[src/cid_pkg.sv]
// package for the channel input format and demux stage
package cid_pkg;
    // register byte offsets
    localparam logic [3:0] CID_CTRL_OFS    = 4'h0;
    localparam logic [3:0] CID_MANT_OFS    = 4'h4;
    localparam logic [3:0] CID_EXP_OFS     = 4'h8;
    localparam logic [3:0] CID_STAT_OFS    = 4'hC;
    // control field positions
    localparam int CID_FLOAT_BIT   = 9;
    localparam int CID_MSIZE_LO    = 7;
    localparam int CID_DELAY_LO    = 4;
    localparam int CID_MODE_BIT    = 3;
    localparam logic [31:0] CID_CTRL_RST  = 32'h0000_0000;
    localparam logic [31:0] CID_CTRL_MASK = 32'h0000_03F8;
    // mantissa size codes
    localparam logic [1:0] CID_MS_11_3 = 2'h0;
    localparam logic [1:0] CID_MS_12_3 = 2'h1;
    localparam logic [1:0] CID_MS_13_3 = 2'h2;
    localparam logic [1:0] CID_MS_14_2 = 2'h3;
    // axi answers
    localparam logic [1:0] CID_RESP_OK  = 2'h0;
    localparam logic [1:0] CID_RESP_ERR = 2'h2;

    // configuration carried to the datapath
    typedef struct packed {
        logic       float_en;
        logic [1:0] mant_size;
        logic [2:0] delay;
        logic       interp;
    } cid_cfg_t;

    // one split input word
    typedef struct packed {
        logic [13:0] mant;
        logic [2:0]  expo;
    } cid_word_t;
endpackage

[src/cid_channel_input.sv]
// channel input stage: float split, demux capture, update enables
// Contract
// - floating format splits word mantissa/exponent
// - mantissa size code picks split point
// - delay code waits 0..7 clocks
// - pick one of eight multiplexed streams
// - delayed samples realigned to next strobe
// - gated mode advances both on strobe
// - interpolated mode integrator every clock
// - oscillator advances only on strobe
module cid_channel_input
    import cid_pkg::*;
(
    input  wire logic        clk,
    input  wire logic        rstn,
    input  wire logic [15:0] sample_data,
    input  wire logic        sample_qualify_strobe,
    input  wire logic [31:0] s_axi_awaddr,
    input  wire logic        s_axi_awvalid,
    output logic             s_axi_awready,
    input  wire logic [31:0] s_axi_wdata,
    input  wire logic [3:0]  s_axi_wstrb,
    input  wire logic        s_axi_wvalid,
    output logic             s_axi_wready,
    output logic [1:0]       s_axi_bresp,
    output logic             s_axi_bvalid,
    input  wire logic        s_axi_bready,
    input  wire logic [31:0] s_axi_araddr,
    input  wire logic        s_axi_arvalid,
    output logic             s_axi_arready,
    output logic [31:0]      s_axi_rdata,
    output logic [1:0]       s_axi_rresp,
    output logic             s_axi_rvalid,
    input  wire logic        s_axi_rready,
    output logic [13:0]      mixer_mant,
    output logic [2:0]       mixer_exp,
    output logic             mixer_valid,
    output logic             carrier_oscillator_advance,
    output logic             integrate_comb_decimator_advance
);
    typedef struct packed {
        logic [15:0] din_s1;
        logic [15:0] din_s2;
        logic        stb_s1;
        logic        stb_s2;
        logic [31:0] ctrl;
        logic        armed;
        logic [2:0]  cnt;
        logic        held_ok;
        cid_word_t   held;
        cid_word_t   out;
        logic        out_vld;
        logic        osc_adv;
        logic        dec_adv;
        logic [15:0] cap_count;
        logic        aw_got;
        logic        w_got;
        logic [3:0]  aw_ofs;
        logic        aw_bad;
        logic [31:0] wdata;
        logic [3:0]  wstrb;
        logic        bvalid;
        logic [1:0]  bresp;
        logic        rvalid;
        logic [31:0] rdata;
        logic [1:0]  rresp;
    } cid_state_t;

    cid_state_t s_q;
    cid_state_t s_d;
    cid_cfg_t    cfg;
    cid_word_t   split_w;
    logic [31:0] merged_w;

    // control fields pulled from the control word
    assign cfg.float_en  = s_q.ctrl[CID_FLOAT_BIT];
    assign cfg.mant_size = s_q.ctrl[CID_MSIZE_LO +: 2];
    assign cfg.delay     = s_q.ctrl[CID_DELAY_LO +: 3];
    assign cfg.interp    = s_q.ctrl[CID_MODE_BIT];

    // the delay field must reach the last stream slot of a frame
    localparam int STREAMS = 8;
    if ((1 << $bits(cfg.delay)) < STREAMS) begin : g_delay_check
        $error("delay field too narrow for the stream count");
    end

    // byte lanes with a strobe take new data, the rest keep old bits
    // done from registered copies so the merge never sees bus glitches
    for (genvar gi = 0; gi < 4; gi++) begin : g_lane
        assign merged_w[gi*8 +: 8] = s_q.wstrb[gi] ? s_q.wdata[gi*8 +: 8]
                                                  : s_q.ctrl[gi*8 +: 8];
    end

    // float split of the synced word
    cid_split u_split (
        .din       (s_q.din_s2),
        .float_en  (cfg.float_en),
        .mant_size (cfg.mant_size),
        .word      (split_w)
    );

    // ready terms are combinational handshakes
    assign s_axi_awready = !s_q.aw_got && !s_q.bvalid;
    assign s_axi_wready  = !s_q.w_got && !s_q.bvalid;
    assign s_axi_arready = !s_q.rvalid;
    assign s_axi_bvalid  = s_q.bvalid;
    assign s_axi_bresp   = s_q.bresp;
    assign s_axi_rvalid  = s_q.rvalid;
    assign s_axi_rdata   = s_q.rdata;
    assign s_axi_rresp   = s_q.rresp;
    assign mixer_mant    = s_q.out.mant;
    assign mixer_exp     = s_q.out.expo;
    assign mixer_valid   = s_q.out_vld;
    assign carrier_oscillator_advance       = s_q.osc_adv;
    assign integrate_comb_decimator_advance = s_q.dec_adv;

    // next state of the whole stage
    always_comb begin
        logic strobe;
        strobe = s_q.stb_s2;
        s_d = s_q;
        // pins pass two flops before use
        s_d.din_s1 = sample_data;
        s_d.din_s2 = s_q.din_s1;
        s_d.stb_s1 = sample_qualify_strobe;
        s_d.stb_s2 = s_q.stb_s1;

        // a new strobe restarts the count
        if (strobe) begin
            s_d.armed = 1'b1;
            s_d.cnt   = 3'h0;
        end else if (s_q.armed) begin
            s_d.cnt = s_q.cnt + 3'h1;
        end
        if (strobe && cfg.delay == 3'h0) begin
            s_d.held    = split_w;
            s_d.held_ok = 1'b1;
            s_d.armed   = 1'b0;
        end else if (!strobe && s_q.armed
                     && s_q.cnt + 3'h1 == cfg.delay) begin
            s_d.held    = split_w;
            s_d.held_ok = 1'b1;
            s_d.armed   = 1'b0;
            s_d.cap_count = s_q.cap_count + 16'h0001;
        end
        if (strobe && cfg.delay == 3'h0) begin
            s_d.cap_count = s_q.cap_count + 16'h0001;
        end
        // release held sample at next strobe
        // costs one frame latency even at zero delay
        s_d.out_vld = strobe && s_q.held_ok;
        if (strobe && s_q.held_ok) begin
            s_d.out = s_q.held;
        end
        s_d.osc_adv = strobe;
        // integrator free runs only when interpolated
        s_d.dec_adv = cfg.interp || strobe;

        // axi write address and data, either order
        if (s_axi_awvalid && s_axi_awready) begin
            s_d.aw_got = 1'b1;
            s_d.aw_ofs = s_axi_awaddr[3:0];
            // upper bits set would alias onto the control word
            s_d.aw_bad = |s_axi_awaddr[31:4];
        end
        if (s_axi_wvalid && s_axi_wready) begin
            s_d.w_got = 1'b1;
            s_d.wdata = s_axi_wdata;
            s_d.wstrb = s_axi_wstrb;
        end
        // both halves held: commit and answer on the following edge
        if (s_q.aw_got && s_q.w_got) begin
            s_d.aw_got = 1'b0;
            s_d.w_got  = 1'b0;
            s_d.bvalid = 1'b1;
            if (s_q.aw_ofs == CID_CTRL_OFS && !s_q.aw_bad) begin
                s_d.ctrl  = merged_w & CID_CTRL_MASK;
                s_d.bresp = CID_RESP_OK;
            end else begin
                s_d.bresp = CID_RESP_ERR;
            end
        end else if (s_q.bvalid && s_axi_bready) begin
            s_d.bvalid = 1'b0;
        end

        // axi read: one cycle after address
        if (s_axi_arvalid && s_axi_arready) begin
            s_d.rvalid = 1'b1;
            s_d.rresp  = CID_RESP_OK;
            case (s_axi_araddr[3:0])
                CID_CTRL_OFS: s_d.rdata = s_q.ctrl;
                CID_MANT_OFS: s_d.rdata = {18'h0, s_q.out.mant};
                CID_EXP_OFS:  s_d.rdata = {29'h0, s_q.out.expo};
                CID_STAT_OFS: s_d.rdata = {16'h0, s_q.cap_count};
                default: begin
                    s_d.rdata = 32'h0000_0000;
                    s_d.rresp = CID_RESP_ERR;
                end
            endcase
            // only the low sixteen bytes are mapped, the rest refuse
            if (|s_axi_araddr[31:4]) begin
                s_d.rdata = 32'h0000_0000;
                s_d.rresp = CID_RESP_ERR;
            end
        end else if (s_q.rvalid && s_axi_rready) begin
            s_d.rvalid = 1'b0;
        end
    end

    // one register holds all state
    always_ff @(posedge clk or negedge rstn) begin
        if (!rstn) begin
            s_q      <= '0;
            s_q.ctrl <= CID_CTRL_RST;
        end else begin
            s_q <= s_d;
        end
    end
endmodule // cid_channel_input

[src/cid_split.sv]
// splits a 16-bit floating input word into mantissa and exponent
module cid_split
    import cid_pkg::*;
(
    input  wire logic [15:0] din,
    input  wire logic        float_en,
    input  wire logic [1:0]  mant_size,
    output cid_word_t        word
);
    always_comb begin
        word = '0;
        if (!float_en) begin
            word.mant = din[15:2];   // fixed point: top bits pass
        end else begin
            case (mant_size)
                CID_MS_11_3: begin
                    word.mant = {3'h0, din[15:5]};
                    word.expo = din[2:0];
                end
                CID_MS_12_3: begin
                    word.mant = {2'h0, din[15:4]};
                    word.expo = din[2:0];
                end
                CID_MS_13_3: begin
                    word.mant = {1'h0, din[15:3]};
                    word.expo = din[2:0];
                end
                default: begin
                    word.mant = din[15:2];
                    word.expo = {1'h0, din[1:0]};
                end
            endcase
        end
    end
endmodule // cid_split

[config.mk]
export PLATFORM = sky130hd
export DESIGN_NAME = cid_channel_input
export DESIGN_NICKNAME = d
export VERILOG_FILES = /design/src/cid_pkg.sv /design/src/cid_channel_input.sv /design/src/cid_split.sv
export SDC_FILE = /design/constraint.sdc
export NUM_CORES = 1
export LEC_CHECK = 0
export BUFFER_PORTS_ARGS = -buffer_cell sky130_fd_sc_hd__buf_4
export CORE_UTILIZATION = 30
export CTS_CLUSTER_DIAMETER = 30
export DETAILED_ROUTE_END_ITERATION = 10
export PLACE_DENSITY = 0.54
export SYNTH_ARGS = -nofsm -noshare
export SYNTH_HDL_FRONTEND = slang
export SYNTH_HIERARCHICAL = 1
export SYNTH_SLANG_ARGS = --single-unit
export TNS_END_PERCENT = 10
[constraint.sdc]
create_clock -name clk -period 2.82 [get_ports clk]
set_input_delay 0.564 -clock clk [delete_from_list [all_inputs] [get_ports clk]]
set_output_delay 0.564 -clock clk [all_outputs]
set_load 0.05 [all_outputs]
**Yosys cells after proc, flatten, opt, wreduce, memory -nomap -nowiden**

Cells that the tools add are included.

- Register bits: 156
- Bits of input ports: 124
- Output and inout bits: 61
- Logic and storage cells: 95

- Add/subtract/negate cells: 2
- Eq/ne operators: 6
- Muxes and demuxes: 23
- Reduce and logical (&&, ||, !) cells: 36

Operators by type and width:

| cell | count |
|---|---|
| $pmux W16 S4 | 1 |
| $reduce_or A28 Y1 | 2 |
| $mux W18 | 3 |
| $pmux W17 S3 | 1 |
| $mux W16 | 2 |
| $add A16 B1 Y16 const B | 1 |
| $mux W14 | 1 |
| $logic_and A1 B1 Y1 | 13 |
| $reduce_bool A2 Y1 | 6 |
| $mux W1 | 9 |
| $mux W3 | 3 |
| $eq A4 B4 Y1 const B | 2 |
| $logic_not A4 Y1 | 2 |
| $logic_not A1 Y1 | 6 |
| $mux W2 | 3 |
| $reduce_and A3 Y1 | 2 |
| $eq A4 B3 Y1 const B | 1 |
| $reduce_or A4 Y1 | 1 |
| $add A3 B1 Y3 const B | 1 |
| $eq A3 B3 Y1 | 1 |
| $logic_not A3 Y1 | 1 |
| $reduce_bool A3 Y1 | 1 |
| $eq A2 B1 Y1 const B | 1 |
| $eq A2 B2 Y1 const B | 1 |
| 2 further kinds | 2 |

**Logic depth before layout (Yosys ltp)**

- Word-level depth: 5
- Depth in mapped cells: 6
- Depth with buffers taken out: 5

**Cells and area by module**

The synthesis kept the hierarchy.

By module, submodules not included:

| module | instances | cells each | area each (um^2) | seq. area each (um^2) |
|---|---|---|---|---|
| cid_channel_input | 1 | 432 | 5766.8 | 3378.2 |
| cid_split | 1 | 72 | 553.0 | 0.0 |

**Worst setup path after synthesis**

Ideal clock, no wire load.

- Path kind: register -> register
- From: register s_q, in the netlist s_axi_bvalid
- To: register s_q[38] in the netlist's numbering
- Library setup time: 0.125 ns
- Arrival: 2.221 ns
- Required time: 2.695 ns
- Path slack: 0.474 ns
- Cell stages (with the launch flop): 5
- Path buffers: 1
- Period minus slack after synthesis: 2.346 ns
- Cells stage by stage: dfrtp_1 nor2_1 and2_1 clkbuf_1 mux2_2

- Cells in the longest elaborated chain, start to end: 3

Ends and longest elaborated chain:

| item | line | text |
|---|---|---|
| start: declaration | cid_channel_input.sv:69 | `cid_state_t s_q;` |
| $logic_not A1 Y1 | cid_channel_input.sv:104 | `assign s_axi_wready = !s_q.w_got && !s_q.bvalid;` |
| $logic_and A1 B1 Y1 | cid_channel_input.sv:104 |  |
| via s_axi_wready | cid_channel_input.sv:24 | `output logic s_axi_wready,` |
| $logic_and A1 B1 Y1 | cid_channel_input.sv:166 | `if (s_axi_wvalid && s_axi_wready) begin` |

The timed path passes the listed nets, and every way through them passes these cells.
A chain may end at the register's enable or synchronous reset.

**Worst setup path in the final report**

- From: register s_q[135] in the netlist's numbering
- To: register s_q[117] in the netlist's numbering

- Cells in the longest elaborated chain, start to end: 4

Ends and longest elaborated chain:

| item | line | text |
|---|---|---|
| $add A3 B1 Y3 | cid_channel_input.sv:140 | `&& s_q.cnt + 3'h1 == cfg.delay) begin` |
| $eq A3 B3 Y1 | cid_channel_input.sv:140 |  |
| $logic_and A1 B1 Y1 | cid_channel_input.sv:140 |  |
| $reduce_bool A2 Y1 (no line) | -- |  |

Every way passes these cells.

==> flow_metrics.py <==
metrics = {
    "status": {
        "status": "finished, final reports clean",
    },
    "global_route": {
        "globalRouteOverflowTotal": 0,
        "grt_pass1_wl_mm": 22.4,
        "grt_pass1_vias": 4305,
        "grt_max_degree": 72,
        "grt.total_usage_pct": 13.4,
        "antenna_found_initial": 0,
    },
    "critical_path": {
        "crit_fanout": 20,
        "cp.required_ns": 3.11,
        "ff2ff_setup_slack_ns": 0.53,
        "critPathLaunchType": "register",
        "crit_start": "s_q[135]$_DFFE_PN0P_",
        "crit-reg2reg-capture": "s_q[117]$_DFFE_PN0P_",
        "endpoint": "s_q[117]$_DFFE_PN0P_",
        "r2r_cells": 5,
        "end_kind": "register",
        "critical_path_class": "reg2reg",
        "critical_path_arrival_ns": 2.58,
        "reg2reg_from": "s_q[135]$_DFFE_PN0P_",
    },
    "sta": {
        "tns_ns": 0,
        "max_freq_mhz": 437,
        "finalClockSkew_ns": 0.00941,
        "post-route-min-period_ns": 2.29,
        "slew_viol_final": 0,
        "finalSetupViolations": 0,
        "rsz0062_at_grt": "false",
        "timing.final.crit_share_pct": 81.2,
        "slew_headroom_pct": 50.0,
        "worst_pin_slew_ns": 0.749,
        "hold_viol": 0,
    },
    "synth": {
        "netlist_top_cells_count": "135 x dfrtp_1, 53 x buf_4, 38 x mux2_2, 32 x nor2_1, 22 x nand2_1",
        "yosysTopAreaCell": "dfrtp_1",
        "yosys_most_used_dff": "dfrtp_1",
        "synth_xor_area_share_pct": 3.01,
        "synth_top_family_by_area": "multiplexers",
        "yosys.cell_types.count": 51,
        "syn-cell-area_mm2": 0.00632,
        "ys_ff_latch": 135,
        "synth_area_leaders": "dfrtp_1 53%, mux2_2 6.8%, buf_4 6.3%",
        "avgSynthCellArea_um2": 12.5,
        "syn_inst": 504,
        "synth_fa_ha_area_share_pct": 0.396,
        "ys_async_sr_fraction_pct": 100,
        "yosysWarnings": 6,
        "synthMuxAreaShare_pct": 14.7,
        "seq_area_frac_synth_pct": 53.5,
        "synth-simple-area-share_pct": 9.03,
        "synth_edf_count": 0,
        "synth_most_common_cell": "dfrtp_1",
        "synth_compound_area_share_pct": 9.68,
        "synth_top_area_share_pct": 53.5,
    },
    "final_layout": {
        "antenna_cells": 0,
        "multiInputGateArea_mm2": 0.00240,
        "drive_above_1_share_pct": 41.3,
        "regArea_mm2": 0.00338,
        "fill_cells": 1983,
        "nNetsFinal": 737,
        "area_growth_pct": 24.7,
    },
    "route": {
        "wl_mm": 13.6,
        "ant_nets": 0,
        "drcViolationCount": 0,
        "wl_per_cell_um": 15.3,
        "vias": 4095,
        "firstDrtPassIters": 4,
        "via_per_inst": 4.59,
        "initialDrtViolationCount": 159,
    },
    "min_path": {
        "hold_path.class": "in2async",
    },
    "pwr": {
        "power.density_mw_per_mm2": 730,
        "p_leak_nw": 3.66,
        "vdd_ir_drop_max_uv": 446,
        "fin_total_pwr_w": 0.00576,
    },
    "floorplanning": {
        "die_area_mm2": 0.0217,
        "core_area_mm2": 0.0204,
        "initial_utilization_pct": 30.9,
        "die_w_um": 147,
        "die_y_um": 147,
        "io_pins": 185,
        "placementRows": 52,
    },
    "cts": {
        "cts_tree": "done",
        "numCtsBuffers": 17,
        "hold_buffers": 0,
        "clkLatencyLatePin_ns": 0.41,
        "ctsResizeCount": 0,
        "ctsRootBufferMaster": "clkbuf_16",
        "post_cts_buffers": 0,
        "clkSinkCount": 135,
        "clk_pin_slew_ns": 0.06,
        "cts_max_path_buffers": 2,
        "htreeDepth": 4,
    },
    "run": {
        "maxCapViolCount": 0,
    },
    "placed_design": {
        "hpwl_mm": 10.2,
        "port-buffer-count": 139,
        "globalplace.congestion": 0.785,
    },
}
[worst max-delay path: stages (launching register included)]
cell	delay (ns)
dfrtp_1	0.41
ha_1	0.24
xor3_1	0.42
nand4b_4	0.29
and2_4	0.47
mux2_4	0.33
[placed cells by master (no fill, tap or decap), types with 9 or more instances in the layout]
| cell type | n |
|---|---|
| mux2_2 | 38 |
| inv_1 | 14 |
| conb_1 | 18 |
| nand3_1 | 10 |
| buf_4 | 144 |
| mux2i_1 | 21 |
| clkbuf_16 | 17 |
| mux2_4 | 18 |
| nor4_1 | 14 |
| xor2_1 | 14 |
| dfrtp_1 | 135 |
| o21ai_0 | 9 |
| a221oi_2 | 10 |
| a22o_1 | 14 |
| a21oi_1 | 11 |
| nand2_1 | 22 |
| nor2_1 | 32 |
[where the power goes]
group	switching, W	leakage (nW)	internal, W
combinational	0.000632	1.71	0.000476
sequential	0.000219	1.67	0.00220
clock	0.000807	0.287	0.00143
total	0.00166	3.66	0.00410
[cell families after synthesis]
| family | count (synthesis) |
|---|---|
| AO/OA/AOI/OAI | 68 |
| XOR/XNOR | 20 |
| buffers and inverters | 89 |
| other | 1 |
| AND/OR/NAND/NOR | 110 |
| flip-flops | 135 |
| adder cells (fa/ha/maj) | 2 |
| multiplexers | 79 |
[final cells by class]
| type | count | area share [%] |
|---|---|---|
| Sequential cell | 135 | 42.9 |
| Clock inverter | 12 | 1.94 |
| Multi-Input combinational cell | 297 | 30.4 |
| Tap cell | 270 | 4.29 |
| Clock buffer | 19 | 5.75 |
| Inverter | 14 | 0.667 |
| Timing Repair Buffer | 146 | 14.1 |
[flip-flops by register name (all words and copies together) (netlist names)]
| name | count |
|---|---|
| s_axi_bvalid | 1 |
| mixer_exp | 3 |
| s_axi_rvalid | 1 |
| cfg | 7 |
| mixer_mant | 14 |
| s_q | 70 |
| s_axi_rresp | 1 |
| carrier_oscillator_advance | 1 |
| s_axi_rdata | 16 |
| mixer_valid | 1 |
| integrate_comb_decimator_advance | 1 |
| s_axi_bresp | 1 |
| s_d | 18 |
[routing by layer]
| metal | vias to the layer above | track usage, % | part of all wire (%) | routed length [um] |
|---|---|---|---|---|
| met2 | 102 | 23.5 | 53 | 7190 |
| met4 | 0 | 4.74 | 1.6 | 218 |
| met5 | - | 0 | 0 | 0 |
| li1 | 1938 | - | - | - |
| met1 | 2037 | 15.6 | 42 | 5780 |
| met3 | 18 | 3.63 | 3.3 | 452 |
[stage by stage]
stage	area [um2]	utilization [%]	hold WS [ns]	setup slack, ns	instances
2_1_floorplan	6380	-	0.268	0.474	521
6_report	7880	38.6	0.149	0.531	893
4_1_cts	7880	38.6	0.182	0.530	893
3_5_place_dp	7280	35.6	0.335	0.525	862
5_1_grt	7880	38.6	0.206	0.437	893
3_3_place_gp	7280	35.6	0.334	0.606	862
[worst min-delay path by stage]
stage | slack, ns | from | cells past startpoint | to
final | 0.15 | rstn | 1 | s_d[174]$_DFF_PN0_
after global routing | 0.21 | rstn | 1 | s_d[173]$_DFF_PN0_
after CTS | 0.18 | rstn | 1 | s_d[173]$_DFF_PN0_
after detailed placement | 0.33 | s_d[184]$_DFF_PN0_ | 0 | s_q[184]$_DFF_PN0_
after global placement | 0.33 | s_d[171]$_DFF_PN0_ | 0 | s_d[98]$_DFF_PN0_
after floorplan | 0.27 | rstn | 0 | carrier_oscillator_advance$_DFF_PN0_
Power figures use the tool's default switching activity.
